$ cat config.mk
export PLATFORM = sky130hd
export DESIGN_NAME = acms_bank
export DESIGN_NICKNAME = d
export VERILOG_FILES = /design/src/pkg/acms_pkg.sv /design/src/hdl/acms_bank.sv
export SDC_FILE = /design/constraint.sdc
export NUM_CORES = 1
export LEC_CHECK = 0
export BUFFER_PORTS_ARGS = -buffer_cell sky130_fd_sc_hd__buf_2
export CELL_PAD_IN_SITES_DETAIL_PLACEMENT = 0
export CELL_PAD_IN_SITES_GLOBAL_PLACEMENT = 1
export CORE_ASPECT_RATIO = 0.6
export CORE_MARGIN = 2
export CORE_UTILIZATION = 38
export CTS_CLUSTER_DIAMETER = 200
export DETAILED_ROUTE_END_ITERATION = 6
export GPL_ROUTABILITY_DRIVEN = 0
export PLACE_DENSITY_LB_ADDON = 0.1
export SETUP_SLACK_MARGIN = 0.15
export SKIP_LAST_GASP = 1
export SYNTH_ARGS = -nofsm -noshare
export SYNTH_HDL_FRONTEND = slang
export SYNTH_SLANG_ARGS = --single-unit
export TNS_END_PERCENT = 5
$ cat constraint.sdc
create_clock -name clk_i -period 2.6 [get_ports clk_i]
set_clock_uncertainty 0.15 [all_clocks]
set_input_delay 0.52 -clock clk_i [delete_from_list [all_inputs] [get_ports clk_i]]
set_output_delay 0.52 -clock clk_i [all_outputs]
set_load 0.05 [all_outputs]
$ cat src/pkg/acms_pkg.sv
// Package for the per-channel mode, interrupt enable and status bank
package acms_pkg;
	localparam int unsigned NUM_CH      = 26;
	localparam int unsigned ADDR_W      = 5;
	localparam int unsigned DATA_W      = 16;
	// Register offsets (word index on the plain register port)
	localparam logic [4:0] OFS_EARLY_IRQ_FLAGS_HI = 5'h00;
	localparam logic [4:0] OFS_MODE0_LO  = 5'h01;
	localparam logic [4:0] OFS_MODE0_HI  = 5'h02;
	localparam logic [4:0] OFS_MODE1_LO  = 5'h03;
	localparam logic [4:0] OFS_MODE1_HI  = 5'h04;
	localparam logic [4:0] OFS_IE_LO     = 5'h05;
	localparam logic [4:0] OFS_IE_HI     = 5'h06;
	localparam logic [4:0] OFS_RDY_LO    = 5'h07;
	localparam logic [4:0] OFS_EARLY_IRQ_ENABLE_LO   = 5'h08;
	localparam logic [4:0] OFS_EARLY_IRQ_ENABLE_HI   = 5'h09;
	localparam logic [4:0] OFS_LEAD_SEL  = 5'h0a;
	localparam logic [4:0] OFS_IRQ_STAT  = 5'h0b;
	localparam logic [4:0] OFS_IRQ_MASK  = 5'h0c;
	// Field positions
	localparam int unsigned MODE_SIGN_BIT = 0;
	localparam int unsigned MODE_DIFFERENTIAL_SELECT_BIT = 1;
	localparam int unsigned HI_CH_BASE    = 16;
	localparam int unsigned HI_CH_CNT     = 10;
	localparam int unsigned LEAD_SEL_W    = 3;
	localparam int unsigned IRQ_EV_W      = 2;
	localparam int unsigned EV_RDY_BIT    = 0;
	localparam int unsigned EV_EARLY_BIT  = 1;
	// Reset values
	localparam logic [15:0] RST_REG16     = 16'h0000;
	localparam logic [2:0]  RST_LEAD_SEL  = 3'h0;
	localparam logic [1:0]  RST_IRQ       = 2'h0;

	typedef struct packed {
		logic [ADDR_W-1:0] addr;
		logic [DATA_W-1:0] wdata;
		logic              wr;
		logic              rd;
	} acms_req_t;

	typedef struct packed {
		logic [NUM_CH-1:0] differential_select;
		logic [NUM_CH-1:0] sign;
	} acms_mode_t;
endpackage : acms_pkg

$ cat src/hdl/acms_bank.sv
// Per-channel input mode, interrupt enable and conversion status bank
//
// Function
// [RULE1] Each of channels 16..25 sets its early flag on an early interrupt and keeps it until its buffer is read.
// [RULE2] A channel is differential when its differential bit is 1 and single-ended when it is 0.
// [RULE3] A channel's output is signed when its sign bit is 1 and unsigned when it is 0.
// [RULE4] Eight channels share a mode register, differential bit odd above sign bit even; 24 and 25 sit in bits 3..0.
// [RULE5] A channel's enable bit allows both the common and its own interrupt, and a zero suppresses both.
// [RULE6] Enables of channels 16..25 sit in bits 9..0 of the high enable register; bits 15..10 read zero.
// [RULE7] Channels 0..15 show a ready flag while a result waits in their buffer, else zero.
// [RULE8] Ready flags are set and cleared only by hardware; software writes to them do nothing.
// [RULE9] Every mode, enable and status bit clears to zero on reset.
// [RULE10] Bits of absent channels and unused positions read as zero.
// [RULE11] The early interrupt leads data ready by 1 to 8 core clock periods, code 000 to 111.
// [RULE12] An early interrupt only occurs when the channel's early enable is 1.
// [RULE13] The common interrupt is raised while any channel is ready with its enable set.
`timescale 1ns/1ns
`default_nettype none
module acms_bank
	import acms_pkg::*;
#(
	parameter logic [NUM_CH-1:0] CH_PRESENT = {NUM_CH{1'b1}}
) (
	input  wire logic                  clk_i,
	input  wire logic                  rst_i,
	input  wire logic                  ce_i,
	input  wire acms_req_t             req_i,
	output logic [DATA_W-1:0]          rdata_o,
	// Converter side, same clock domain
	input  wire logic                  core_tick_i,
	input  wire logic [NUM_CH-1:0]     conv_busy_i,
	input  wire logic [NUM_CH-1:0]     conv_done_i,
	input  wire logic [NUM_CH-1:0]     buf_read_i,
	output acms_mode_t                 mode_o,
	output logic [NUM_CH-1:0]          chan_irq_o,
	output logic [NUM_CH-1:0]          early_irq_o,
	output logic                       common_irq_o,
	output logic                       irq_o
);

	function automatic logic [DATA_W-1:0] pack_mode(input logic [NUM_CH-1:0] d,
		input logic [NUM_CH-1:0] s, input int unsigned base);
		logic [DATA_W-1:0] v;
		v = '0;
		for (int i = 0; i < 8; i++) begin
			if (base + i < NUM_CH) begin
				v[2*i+MODE_DIFFERENTIAL_SELECT_BIT] = d[base+i];
				v[2*i+MODE_SIGN_BIT] = s[base+i];
			end
		end
		return v;
	endfunction : pack_mode

	function automatic logic [DATA_W-1:0] hi_word(input logic [NUM_CH-1:0] v);
		return {6'h00, v[NUM_CH-1:HI_CH_BASE]};
	endfunction : hi_word

	logic [NUM_CH-1:0]     differential_select_r;
	logic [NUM_CH-1:0]     sign_r;
	logic [NUM_CH-1:0]     ie_r;
	logic [NUM_CH-1:0]     early_irq_enable_r;
	logic [NUM_CH-1:0]     early_irq_flags_r;
	logic [NUM_CH-1:0]     rdy_r;
	logic [LEAD_SEL_W-1:0] lead_sel_r;
	logic [IRQ_EV_W-1:0]   irq_stat_r;
	logic [IRQ_EV_W-1:0]   irq_mask_r;
	logic [NUM_CH-1:0]     early_evt;
	logic [NUM_CH-1:0]     rdy_evt;
	logic [3:0]            cnt_r [NUM_CH];
	logic [DATA_W-1:0]     rdata_nxt;
	logic                  wr;
	logic [IRQ_EV_W-1:0]   irq_evt;

	assign wr = ce_i && req_i.wr;

	// Mode registers: two bits per channel, eight channels per word
	always_ff @(posedge clk_i) begin
		if (rst_i) begin
			differential_select_r <= '0; // RULE9
			sign_r <= '0;
		end else if (wr) begin
			for (int i = 0; i < 8; i++) begin
				case (req_i.addr)
					OFS_MODE0_LO: begin
						differential_select_r[i]    <= req_i.wdata[2*i+MODE_DIFFERENTIAL_SELECT_BIT]; // RULE4
						sign_r[i]    <= req_i.wdata[2*i+MODE_SIGN_BIT];
					end
					OFS_MODE0_HI: begin
						differential_select_r[8+i]  <= req_i.wdata[2*i+MODE_DIFFERENTIAL_SELECT_BIT];
						sign_r[8+i]  <= req_i.wdata[2*i+MODE_SIGN_BIT];
					end
					OFS_MODE1_LO: begin
						differential_select_r[16+i] <= req_i.wdata[2*i+MODE_DIFFERENTIAL_SELECT_BIT];
						sign_r[16+i] <= req_i.wdata[2*i+MODE_SIGN_BIT];
					end
					OFS_MODE1_HI: begin
						if (i < 2) begin
							differential_select_r[24+i] <= req_i.wdata[2*i+MODE_DIFFERENTIAL_SELECT_BIT]; // RULE4
							sign_r[24+i] <= req_i.wdata[2*i+MODE_SIGN_BIT];
						end
					end
					default: ;
				endcase
			end
		end
	end

	// Enable registers and early lead select
	always_ff @(posedge clk_i) begin
		if (rst_i) begin
			ie_r       <= '0; // RULE9
			early_irq_enable_r     <= '0;
			lead_sel_r <= RST_LEAD_SEL;
			irq_mask_r <= RST_IRQ;
		end else if (wr) begin
			case (req_i.addr)
				OFS_IE_LO:    ie_r[15:0]              <= req_i.wdata;
				OFS_IE_HI:    ie_r[NUM_CH-1:16]       <= req_i.wdata[HI_CH_CNT-1:0]; // RULE6
				OFS_EARLY_IRQ_ENABLE_LO:  early_irq_enable_r[15:0]            <= req_i.wdata;
				OFS_EARLY_IRQ_ENABLE_HI:  early_irq_enable_r[NUM_CH-1:16]     <= req_i.wdata[HI_CH_CNT-1:0];
				OFS_LEAD_SEL: lead_sel_r              <= req_i.wdata[LEAD_SEL_W-1:0];
				OFS_IRQ_MASK: irq_mask_r              <= req_i.wdata[IRQ_EV_W-1:0];
				default: ;
			endcase
		end
	end

	// Lead counters: count core clock periods while a conversion is busy,
	// firing when the elapsed count matches the selected lead code
	genvar g;
	for (g = 0; g < NUM_CH; g++) begin : g_ch
		always_ff @(posedge clk_i) begin
			// Idle clear is gated by the enable too, so a low ce_i freezes the count
			if (rst_i) begin
				cnt_r[g] <= 4'h0;
			end else if (ce_i && !conv_busy_i[g]) begin
				cnt_r[g] <= 4'h0;
			end else if (ce_i && core_tick_i && cnt_r[g] != 4'hf) begin
				cnt_r[g] <= cnt_r[g] + 4'h1;
			end
		end
	end

	// Converter reports busy with the remaining-period count folded into core_tick;
	// here the early point is taken as the conversion completing lead+1 ticks later,
	// so the event fires on the tick where the count equals the selected lead code
	always_comb begin
		for (int i = 0; i < NUM_CH; i++) begin
			early_evt[i] = conv_busy_i[i] && core_tick_i
				&& cnt_r[i] == {1'b0, lead_sel_r} // RULE11
				&& early_irq_enable_r[i] && CH_PRESENT[i]; // RULE12
			rdy_evt[i] = conv_done_i[i] && CH_PRESENT[i];
		end
	end

	// Status flags: set wins over the clear by a buffer read
	always_ff @(posedge clk_i) begin
		if (rst_i) begin
			early_irq_flags_r <= '0; // RULE9
			rdy_r    <= '0;
		end else if (ce_i) begin
			early_irq_flags_r <= (early_irq_flags_r & ~buf_read_i) | early_evt; // RULE1
			rdy_r    <= (rdy_r & ~buf_read_i) | rdy_evt; // RULE7 RULE8
		end
	end

	// Sticky interrupt causes, write one to clear
	assign irq_evt[EV_RDY_BIT]   = |(rdy_evt & ie_r);
	assign irq_evt[EV_EARLY_BIT] = |(early_evt & ie_r);
	always_ff @(posedge clk_i) begin
		if (rst_i) begin
			irq_stat_r <= RST_IRQ;
		end else if (ce_i) begin
			irq_stat_r <= (irq_stat_r & ~((wr && req_i.addr == OFS_IRQ_STAT)
				? req_i.wdata[IRQ_EV_W-1:0] : 2'h0)) | irq_evt;
		end
	end

	// Read decode; absent channels and spare bits read as zero
	always_comb begin
		case (req_i.addr)
			OFS_EARLY_IRQ_FLAGS_HI: rdata_nxt = hi_word(early_irq_flags_r & CH_PRESENT);
			OFS_MODE0_LO:  rdata_nxt = pack_mode(differential_select_r & CH_PRESENT, sign_r & CH_PRESENT, 0); // RULE10
			OFS_MODE0_HI:  rdata_nxt = pack_mode(differential_select_r & CH_PRESENT, sign_r & CH_PRESENT, 8);
			OFS_MODE1_LO:  rdata_nxt = pack_mode(differential_select_r & CH_PRESENT, sign_r & CH_PRESENT, 16);
			OFS_MODE1_HI:  rdata_nxt = pack_mode(differential_select_r & CH_PRESENT, sign_r & CH_PRESENT, 24);
			OFS_IE_LO:     rdata_nxt = ie_r[15:0] & CH_PRESENT[15:0];
			OFS_IE_HI:     rdata_nxt = hi_word(ie_r & CH_PRESENT); // RULE6
			OFS_RDY_LO:    rdata_nxt = rdy_r[15:0] & CH_PRESENT[15:0]; // RULE7
			OFS_EARLY_IRQ_ENABLE_LO:   rdata_nxt = early_irq_enable_r[15:0] & CH_PRESENT[15:0];
			OFS_EARLY_IRQ_ENABLE_HI:   rdata_nxt = hi_word(early_irq_enable_r & CH_PRESENT);
			OFS_LEAD_SEL:  rdata_nxt = {13'h0000, lead_sel_r};
			OFS_IRQ_STAT:  rdata_nxt = {14'h0000, irq_stat_r};
			OFS_IRQ_MASK:  rdata_nxt = {14'h0000, irq_mask_r};
			default:       rdata_nxt = RST_REG16;
		endcase
	end

	// Registered outputs
	always_ff @(posedge clk_i) begin
		if (rst_i) begin
			rdata_o      <= RST_REG16;
			mode_o       <= '0;
			chan_irq_o   <= '0;
			early_irq_o  <= '0;
			common_irq_o <= 1'b0;
			irq_o        <= 1'b0;
		end else if (ce_i) begin
			rdata_o      <= req_i.rd ? rdata_nxt : RST_REG16;
			mode_o.differential_select  <= differential_select_r & CH_PRESENT; // RULE2
			mode_o.sign  <= sign_r & CH_PRESENT; // RULE3
			chan_irq_o   <= rdy_evt & ie_r; // RULE5
			early_irq_o  <= early_evt;
			common_irq_o <= |(rdy_r & ie_r); // RULE13 RULE5
			irq_o        <= |(irq_stat_r & irq_mask_r);
		end
	end

endmodule : acms_bank
`default_nettype wire

==> metrics, run 1 <==
mux cell area share after synthesis=6.97%; count leader, synth=nand2_1; Internal=around 0.0095 W; core region area=44900 sq um; combinational group share of total power=7.4%; initial antenna violation count=1; cell mode on critical path=buf_4; Achievable Freq=0.432 GHz; Distinct cells, synth=between 50 and 60; Critical Path RT=2890 ps; unrepaired setup endpoints after global routing=false; WL/cell=24.0 um; drt pass-1 iters=7; Clock transition at path regs=60 ps; hold path cells=3; maximum clock path buffer count=3; simple logic cell fraction of the synthesized area=19.3%; Worst slew margin=about half; design area=~21000 sq um; Via Count=15000; hold path endpoint=rdy_r[10]; IO Port Bufs=226; PD cells=614 nW/um^2; area of the multi-input gates=8180 sq um; Clock Sinks=373; IO Pins=about 230; LEAKAGE=8.73 nW; status=finished clean; vias in the first global route=between 10000 and 15000; Crit Path Class=reg -> reg; Diodes inserted=0; clock group share of total power=42.9%; area grow syn2layout=19.9%; Hold Fails Final Rpt=0; Synth Net Count=1974; Pins Over Slew Limit=0; DP HPWL=49100 um; Total GRT Usage=26.9%; fill count=between 4000 and 5000; Fin Hold WS=123 ps; Tcrit/Tclk final=89.0%; post-synthesis cell area=17300 sq um; clk_lat worst skew=550 ps; Worst-Margin Slew=780 ps; minimum clock period=2310 ps; DRC=0; reg2reg path depth=9; DR vias/cell=5.53; Rows=60; Synth area leaders=dfxtp_1 (31%), edfxtp_1 (18%), nand2_1 (6.3%); register area share after synthesis=49.1%; Sum Neg Setup Slack=0 ps; Yosys reg bits=373; hold path startpoint=conv_done_i[10]; root buf cell=clkbuf_16; Area after DPL=19600 sq um; final setup vio count=0; compound-gate portion of the synthesized area=between 10% and 20%; reg-to-reg endpoint=irq_stat_r[1]; CTS tree=built; final wirelength=65200 um; crit path buf inv count=3; cells after synthesis=approximately 1800; reg-to-reg startpoint=lead_sel_r[0]; GRT overflow=0; drt initial violations=1632; htree depth=2; Seq pwr share=49.7%; die area=47400 sq um; VDD IR max=between 0.4 and 0.5 mV; Post-Synth Adder-Cell Area=1.88%; Primary FF master, synth=dfxtp_1; commonest cells in the netlist=nand2_1 (291), dfxtp_1 (269), nor2_1 (225); CP max stage delay=~500 ps; Synth Area per Inst=9.40 sq um; FF-to-FF setup slack=around 290 ps; Synth async-reset ratio=0%; post-synth top area share=between 30% and 40%; Synth warnings=0; Worst Path Arrival=2610 ps; largest family of logic cells by synthesized area=simple AND/OR/NAND/NOR gates; cell taking the most area after synthesis=dfxtp_1; pin count of the biggest net entering global routing=99; CTS Buf Count=38; delay-heaviest family, CP=compound AO/OA/AOI/OAI gates; buffer count from post-CTS setup fixing=0; Critical Path End Type=register; maximum fanout along the worst path=4; startpoint types=register; Net Switching=0.00322 W; Synth Area in XOR/XNOR=under 10%; FF/Latch Area=8510 sq um; global-route wire length before repair=94500 um; switching part of the total=25.2%; Initial Utilization=38.6%; Crit-path slowest cell=dfxtp_1; antenna viol nets, final=0; width of the die=roughly 280 um; Nets=2235; Max-Cap Viols=0; share of cells above drive strength 1=roughly 20%; Hold Crit Class=in -> reg; cells along the critical path=buf_4, xor2_1, nor4_1, buf_4, a32o_1, a221oi_2, buf_4, nand4_1, o21a_1; EDFF count, synth=104; DIE HEIGHT=169 um
[registers in the layout, summed over array words and instances, names as in the netlist, 2 cells and up]
register / cells
ie_r: 26
rdy_r: 26
irq_stat_r: 2
mode_o: 52
rdata_o: 16
differential_select_r: 26
irq_mask_r: 2
sign_r: 26
chan_irq_o: 26
early_irq_flags_r: 10
early_irq_o: 26
lead_sel_r: 3
cnt_r: 104
early_irq_enable_r: 26
[metrics by stage]
stage                     power (W)  utilization, %  std cells  worst slack (ps)
final                        0.0128            46.3       2719               287
after global routing         0.0132            46.3       2719               175
after CTS                    0.0128            46.3       2719               238
after detailed placement    0.00739            43.6       2653             -97.6
after global placement      0.00738            43.6       2653              -185
after floorplan             0.00696               -       1843               486
[what timing repair did]
| item | CTS | global route |
|---|---|---|
| resized for setup | 1 | 0 |
| endpoints found under the setup margin | 1 | 0 |
| hold endpoints to repair | 0 | 0 |
| hold buffers | 0 | 0 |
[worst max path at each step]
stage / start / to / slack [ps] / cells past startpoint
floorplan: req_i[20] / differential_select_r[22] / 490 / 9
global placement: core_tick_i / irq_stat_r[1] / -190 / 9
detailed placement: core_tick_i / irq_stat_r[1] / -100 / 9
CTS: lead_sel_r[0] / irq_stat_r[1] / 240 / 9
global route: lead_sel_r[0] / irq_stat_r[1] / 180 / 9
finish: lead_sel_r[0] / irq_stat_r[1] / 290 / 9
[cell type report]
cell class,count,share of cell area (%)
sequential,373,41.0
clock inverter,10,0.398
multi-input combinational,1333,39.4
clock buffer,56,5.35
inverter,29,0.524
tap,589,3.55
timing repair buffer,329,9.86
[layer usage]
layer / up-vias / wire length [um] / global-route usage (%) / part of all wire [%]
li1: 7019 / - / - / -
met1: 7293 / 30900 / 40.4 / 47
met2: 638 / 25900 / 36.8 / 40
met3: 82 / 7130 / 9.06 / 11
met4: 2 / 1160 / 5.35 / 1.8
met5: - / 80 / 1.23 / 0.12
[power groups by stage]
stage	Clock [W]	Sequential [W]	Combinational, W
after floorplan	0	0.00639	0.000573
after global placement	0	0.00646	0.000925
after detailed placement	0	0.00645	0.000934
after CTS	0.00555	0.00633	0.000939
after global routing	0.00580	0.00635	0.00104
final	0.00547	0.00634	0.000950
[cell usage in the layout, fill, tap and decap left out, drive strengths merged, types with 28 or more instances in the layout]
master  Yosys  final
a31oi      32     32
nand3      58     58
nand2     293    293
xor2      104    104
edfxtp    104    104
mux2i     106    106
inv        29     31
nand2b     28     28
clkbuf     57     57
nor4       30     30
nor2      233    233
a21oi     172    172
buf        51    328
dfxtp     269    269
a22oi      68     68
[kinds of logic after synthesis]
logic type | Yosys count
flops | 373
fa+ha+maj | 26
xor+xnor | 130
mux | 118
buf+inv | 137
compound gates | 338
simple gates | 721
[tightest hold or removal path, delay by kind of cell]
kind | cells | cell delay, ps
buffers and inverters | 1 | 100
and+or+nand+nor | 1 | 70
AOI/OAI and AO/OA | 1 | 80
(Power assumes the default switching activity.)
==> run 2, diff against run 1 <==
--- a/config.mk
+++ b/config.mk
@@ -5,7 +5,7 @@
 export SDC_FILE = /design/constraint.sdc
 export NUM_CORES = 1
 export LEC_CHECK = 0
-export BUFFER_PORTS_ARGS = -buffer_cell sky130_fd_sc_hd__buf_2
+export BUFFER_PORTS_ARGS = -buffer_cell sky130_fd_sc_hd__buf_4
 export CELL_PAD_IN_SITES_DETAIL_PLACEMENT = 0
 export CELL_PAD_IN_SITES_GLOBAL_PLACEMENT = 1
 export CORE_ASPECT_RATIO = 0.6
==> run 2 against run 1 <==
Power up 4.3%. Cell count shrank 0.15%. Combinational power grew 3.9%. Via count increased by 1.3%. Design area rose by 3.4%. First-iteration DRC count grew 5.5%. Critical endpoint unchanged. Highest routed layer is now met4.
==> metrics, run 2 (synthesis results as in run 1) <==
IO Port Bufs=226 (unchanged); Pins Over Slew Limit=0 (unchanged); GRT met1 Usage=41.5% (+1.1 points); final setup vio count=0 (unchanged); maximum clock path buffer count=3 (unchanged); maximum fanout along the worst path=14 (+10); total power=0.0133 W (+4.3%); buffer count from post-CTS setup fixing=0 (unchanged); vias in the first global route=14400 (+2.2%); Sum Neg Setup Slack=0 ps (unchanged); final wirelength=65600 um (+0.64%); VDD IR max=0.367 mV (-13%); Via Count=15200 (+1.3%); grt met3 use=7.75% (-1.3 points); Largest regs=cnt_r: 104 flops, mode_o: 52 flops; root buf cell=clkbuf_16; Final Non-Filler Cells=2715 (-0.15%); unrepaired setup endpoints after global routing=false; share of cells above drive strength 1=20.1% (+0.27 points); IO Pins=227 (unchanged); minimum clock period=2280 ps (-35.3 ps); antenna viol nets, final=0 (unchanged); DR vias/cell=5.61 (+1.5%); Tcrit/Tclk final=87.6% (-1.4 points); Crit-path slowest cell=dfxtp_1; Worst slew margin=53.6% (+5.6 points); htree depth=2 (unchanged); Cells after DPL=2648 (-0.19%); Clock Sinks=373 (unchanged); CP max stage delay=390 ps (-110 ps); Crit Path Class=reg -> reg; GR peak layer=met1; drt pass-1 iters=5 (-2); die area=47400 sq um (unchanged); Hold Fails Final Rpt=0 (unchanged); GRT met2 Usage=37.6% (+0.73 points); Achievable Freq=0.439 GHz (+1.5%); Critical Path End Type=register; Nets=2230 (-0.22%); initial antenna violation count=1 (unchanged); Worst Path Arrival=2560 ps (-50 ps); Clock transition at path regs=70 ps (about the same); clk_lat worst skew=540 ps (about the same); Initial Utilization=38.6% (unchanged); Max-Cap Viols=0 (unchanged); cells along the critical path=buf_12, buf_12, xor2_1, nor4_1, a32o_1, a221oi_1, buf_4, nand4_1, o21a_1; LEAKAGE=8.86 nW (+1.5%); cell mode on critical path=buf_12; global-route wire length before repair=95600 um (+1.2%); Largest Register=cnt_r; status=finished clean; width of the die=280 um (unchanged); CTS tree=built; delay-heaviest family, CP=compound AO/OA/AOI/OAI gates; DRC=0 (unchanged); Total GRT Usage=27.2% (+0.29 points); GRT overflow=0 (unchanged); area grow syn2layout=24.0%; Rows=60 (unchanged); WL/cell=24.2 um (+0.79%); Critical Path RT=2880 ps (about the same); PD cells=619 nW/um^2 (+0.81%); max reg flops=104 (unchanged); DIE HEIGHT=169 um (unchanged); Diodes inserted=0 (unchanged); drt initial violations=1721 (+5.5%); Hold Crit Class=in -> reg; core region area=44900 sq um (unchanged); Worst-Margin Slew=689 ps (-90.7 ps); most frequent cells in the layout=buf_4 (310), nand2_1 (291), dfxtp_1 (269); CTS Buf Count=38 (unchanged); pin count of the biggest net entering global routing=105 (+6.1%); CTS hold repair buffers=0 (unchanged); startpoint types=register; DP HPWL=49300 um (+0.40%); commonest non-fill, non-tap cell in the layout=buf_4; crit path buf inv count=3 (unchanged)
-- run 2: cell count changes in the layout (fill, tap and decap cells not counted), sizes merged --
cell / before / now
buf: 328 / 323
bufinv: 1 / 4
clkbuf: 57 / 54
clkinvlp: 0 / 3
clkinv: 7 / 5
-- run 2: metrics by stage --
step	cell area [sq um]	setup WS [ps]	utilization (%)	hold slack [ps]
floorplan	17300	486	-	281
global placement	20100	141	44.8	306
detailed placement	20100	120	44.8	310
CTS	21500	342	47.8	96.7
global route	21500	191	47.8	106
finish	21500	322	47.8	107
-- run 2: worst paths after layout --
kind	cells after the start	start	endpoint	slack, ps
worst min register to register	2	chan_irq_o[7]	chan_irq_o[7]	320
worst max register to register	9	lead_sel_r[2]	irq_stat_r[1]	320
worst max-delay path	9	lead_sel_r[2]	irq_stat_r[1]	320
worst min-delay path	3	conv_done_i[9]	rdy_r[9]	110
-- run 2: metal layers --
layer,share of wire (%),wire length [um]
met1,48,31500
met4,1.8,1170
met2,40,26200
met3,10,6760
met5,0,0
-- run 2: where the power goes --
group | internal, W | switching [W] | leakage (nW)
Clock | 0.00355 | 0.00242 | 0.663
Combinational | 0.000378 | 0.000609 | 4.88
Sequential | 0.00614 | 0.000207 | 3.32
-- run 2: layout make-up --
cell class / count / area [sq um]
multi-input combinational: 1333 / 8180
clock inverter: 14 / 184
tap: 589 / 737
clock buffer: 53 / 1170
sequential: 373 / 8510
inverter: 29 / 109
fill: 4262 / 23400
timing repair buffer: 324 / 2600
-- run 2: worst min-delay path, cell delays in order --
cell	delay [ps]
buf_4	90
a22oi_1	70
nor2_1	70
-- run 2: what timing repair did --
item | in CTS | in global routing
endpoints found under the setup margin | 0 | 1
endpoints found under the hold margin | 0 | 0
gates resized for setup | 0 | 1
==> run 3, diff against run 2 <==
--- a/config.mk
+++ b/config.mk
@@ -5,7 +5,6 @@
 export SDC_FILE = /design/constraint.sdc
 export NUM_CORES = 1
 export LEC_CHECK = 0
-export BUFFER_PORTS_ARGS = -buffer_cell sky130_fd_sc_hd__buf_4
 export CELL_PAD_IN_SITES_DETAIL_PLACEMENT = 0
 export CELL_PAD_IN_SITES_GLOBAL_PLACEMENT = 1
 export CORE_ASPECT_RATIO = 0.6
@@ -13,6 +12,7 @@
 export CORE_UTILIZATION = 38
 export CTS_CLUSTER_DIAMETER = 200
 export DETAILED_ROUTE_END_ITERATION = 6
+export DONT_BUFFER_PORTS = 1
 export GPL_ROUTABILITY_DRIVEN = 0
 export PLACE_DENSITY_LB_ADDON = 0.1
 export SETUP_SLACK_MARGIN = 0.15
==> constraint.sdc (replaced) <==
create_clock -name clk_i -period 2.6 [get_ports clk_i]
set_clock_uncertainty 0.15 [all_clocks]
set_input_delay 0.13 -clock clk_i [delete_from_list [all_inputs] [get_ports clk_i]]
set_output_delay 0.13 -clock clk_i [all_outputs]
set_load 0.05 [all_outputs]
==> run 3 against run 2 <==
Design area is 3.7% higher. Critical path depth decreased by 3. The flow now finishes with violations (negative hold slack). Sequential cell count is the same. Via count up 2.6%. Non-clock buffer count is 31 higher. Critical path type is now in -> reg. Worst hold slack got worse by 120 ps. Largest cell class unchanged. Utilization rose by 1.8 points. Fmax fell by 7.0%. Routed wire length is 7.2% higher.
==> metrics, run 3 (synthesis results as in run 1) <==
clk_lat worst skew=560 ps (+20 ps); CTS tree=built; LEAKAGE=9.12 nW (+2.9%); design area=22300 sq um (+3.7%); DP HPWL=48200 um (-2.3%); FF/Latch Area=8510 sq um (about the same); Max-Cap Viols=0 (unchanged); Worst-Margin Slew=880 ps (+191 ps); Cells after DPL=2377 (-10%); cells along the critical path=dlygate4sd3_1, nand2_1, nor4_1, nand3_1, a21oi_1, dlygate4sd3_1; drt pass-1 iters=6 (+1); core region area=44900 sq um (unchanged); Hold Crit Class=in -> reg; WL/cell=25.6 um (+5.9%); Largest regs=cnt_r: 104 flops, mode_o: 52 flops; Worst Path Arrival=2800 ps (+240 ps); DR vias/cell=5.68 (+1.3%); Clock transition at path regs=70 ps (about the same); Hold Fails Final Rpt=1 (+1); Crit Path Class=in -> reg; FF-to-FF setup slack=150 ps (-170 ps); status=finished with violations; Critical Path End=early_irq_flags_r[24]; pin count of the biggest net entering global routing=174 (+66%); DIE HEIGHT=169 um (unchanged); Final Non-Filler Cells=2749 (+1.3%); Sum Neg Setup Slack=0 ps (unchanged); final wirelength=70400 um (+7.2%); startpoint types=input port; max reg flops=104 (unchanged); minimum clock period=2450 ps (+172 ps); global-route wire length before repair=102000 um (+6.3%); failing checks=negative hold slack; Crit-path slowest cell=dlygate4sd3_1; Critical Path End Type=register; unrepaired setup endpoints after global routing=true; share of cells above drive strength 1=7.05% (-13 points); initial antenna violation count=7 (+6); Via Count=15600 (+2.6%); Worst slew margin=41.1% (-12 points); area of the multi-input gates=8180 sq um (about the same); CP max stage delay=1120 ps (+730 ps); Critical Path RT=2950 ps (+70 ps); Nets=2261 (+1.4%); Clock Sinks=373 (unchanged); cell mode on critical path=dlygate4sd3_1; antenna viol nets, final=0 (unchanged); Total GRT Usage=29.2% (+2.0 points); vias in the first global route=15000 (+4.3%); fill count=4247 (-0.35%); maximum fanout along the worst path=15 (+1); Rows=60 (unchanged); Pins Over Slew Limit=0 (unchanged); final setup vio count=0 (unchanged); most frequent cells in the layout=dlygate4sd3_1 (299), nand2_1 (290), dfxtp_1 (266); reg-to-reg endpoint=chan_irq_o[22]; htree depth=2 (unchanged); Achievable Freq=0.408 GHz (-7.0%); reg2reg path depth=5 (-4); reg-to-reg startpoint=ie_r[22]; die area=47400 sq um (unchanged); PD cells=583 nW/um^2 (-5.8%); Tcrit/Tclk final=94.2% (+6.6 points); Largest Register=cnt_r; VDD IR max=0.348 mV (-5.2%); CTS Buf Count=38 (unchanged); commonest non-fill, non-tap cell in the layout=dlygate4sd3_1; Initial Utilization=38.6% (unchanged); root buf cell=clkbuf_16; drt initial violations=1723 (+0.12%); maximum clock path buffer count=3 (unchanged); GRT overflow=0 (unchanged); Fin Hold WS=-13.0 ps (-120 ps); IO Pins=227 (unchanged); DRC=0 (unchanged); width of the die=280 um (unchanged); Area after DPL=17900 sq um (-11%); area grow syn2layout=28.5%; IO Port Bufs=0 (-100%); CP Launch Point=core_tick_i; total power=0.0130 W (-2.4%)
## run 3: cell count changes in the layout (fill, tap and decap cells not counted), sizes merged
cell and change:
buf -268, diode +4, dlymetal6s4s +1, inv -1, clkinvlp -3, clkinv -3
bufinv -1, dlygate4sd3 +299, clkbuf +6
## run 3: repair_timing
item / CTS / global route
hold buffers: 302 / 0
setup buffers: 0 / 0
hold endpoints to repair: 477 / 0
gates resized for setup: 0 / 6
setup endpoints to repair: 0 / 15
## run 3: final cells by class
cell class	count	share of cell area (%)
Multi-Input combinational cell	1333	36.7
Sequential cell	373	38.2
Timing Repair Buffer	355	15.5
Clock inverter	6	0.489
Clock buffer	60	5.19
Inverter	29	0.489
Tap cell	589	3.31
Antenna cell	4	0.0449
## run 3: metrics by stage
stage | setup WS [ps] | util (%) | hold slack, ps
final | 150 | 49.6 | -13.0
after detailed placement | 175 | 39.9 | 93.7
after floorplan | 779 | - | 116
after global routing | 125 | 49.6 | 20.2
after CTS | 163 | 49.5 | 1.55
after global placement | 189 | 39.9 | 90.3
## run 3: critical path, delay by kind of cell
kind | cells | cell delay (ps)
AOI/OAI and AO/OA | 1 | 190
buffers and inverters | 2 | 1680
and+or+nand+nor | 3 | 800
## run 3: per-layer routing
metal	up-vias	global-route usage, %	wire length [um]
met2	731	40.2	27900
met5	-	0	44
met4	6	7.91	1890
met3	129	10.8	8290
met1	7664	42.5	32300
li1	7092	-	-
## run 3: power breakdown
part           leakage, nW  internal [W]  switching, W
Sequential            3.32       0.00614      0.000234
Combinational         5.18      0.000378      0.000494
Clock                0.620       0.00334       0.00241
Total                 9.12       0.00985       0.00313
## run 3: worst min-delay path by stage
| stage | from | to | slack (ps) | cells after the start |
|---|---|---|---|---|
| after floorplan | req_i[7] | differential_select_r[10] | 120 | 2 |
| after global placement | rst_i | early_irq_o[14] | 90 | 1 |
| after detailed placement | rst_i | early_irq_o[14] | 90 | 1 |
| after CTS | req_i[18] | rdata_o[1] | 2 | 5 |
| after global routing | conv_busy_i[25] | early_irq_flags_r[25] | 20 | 4 |
| final | conv_busy_i[25] | early_irq_flags_r[25] | -10 | 4 |
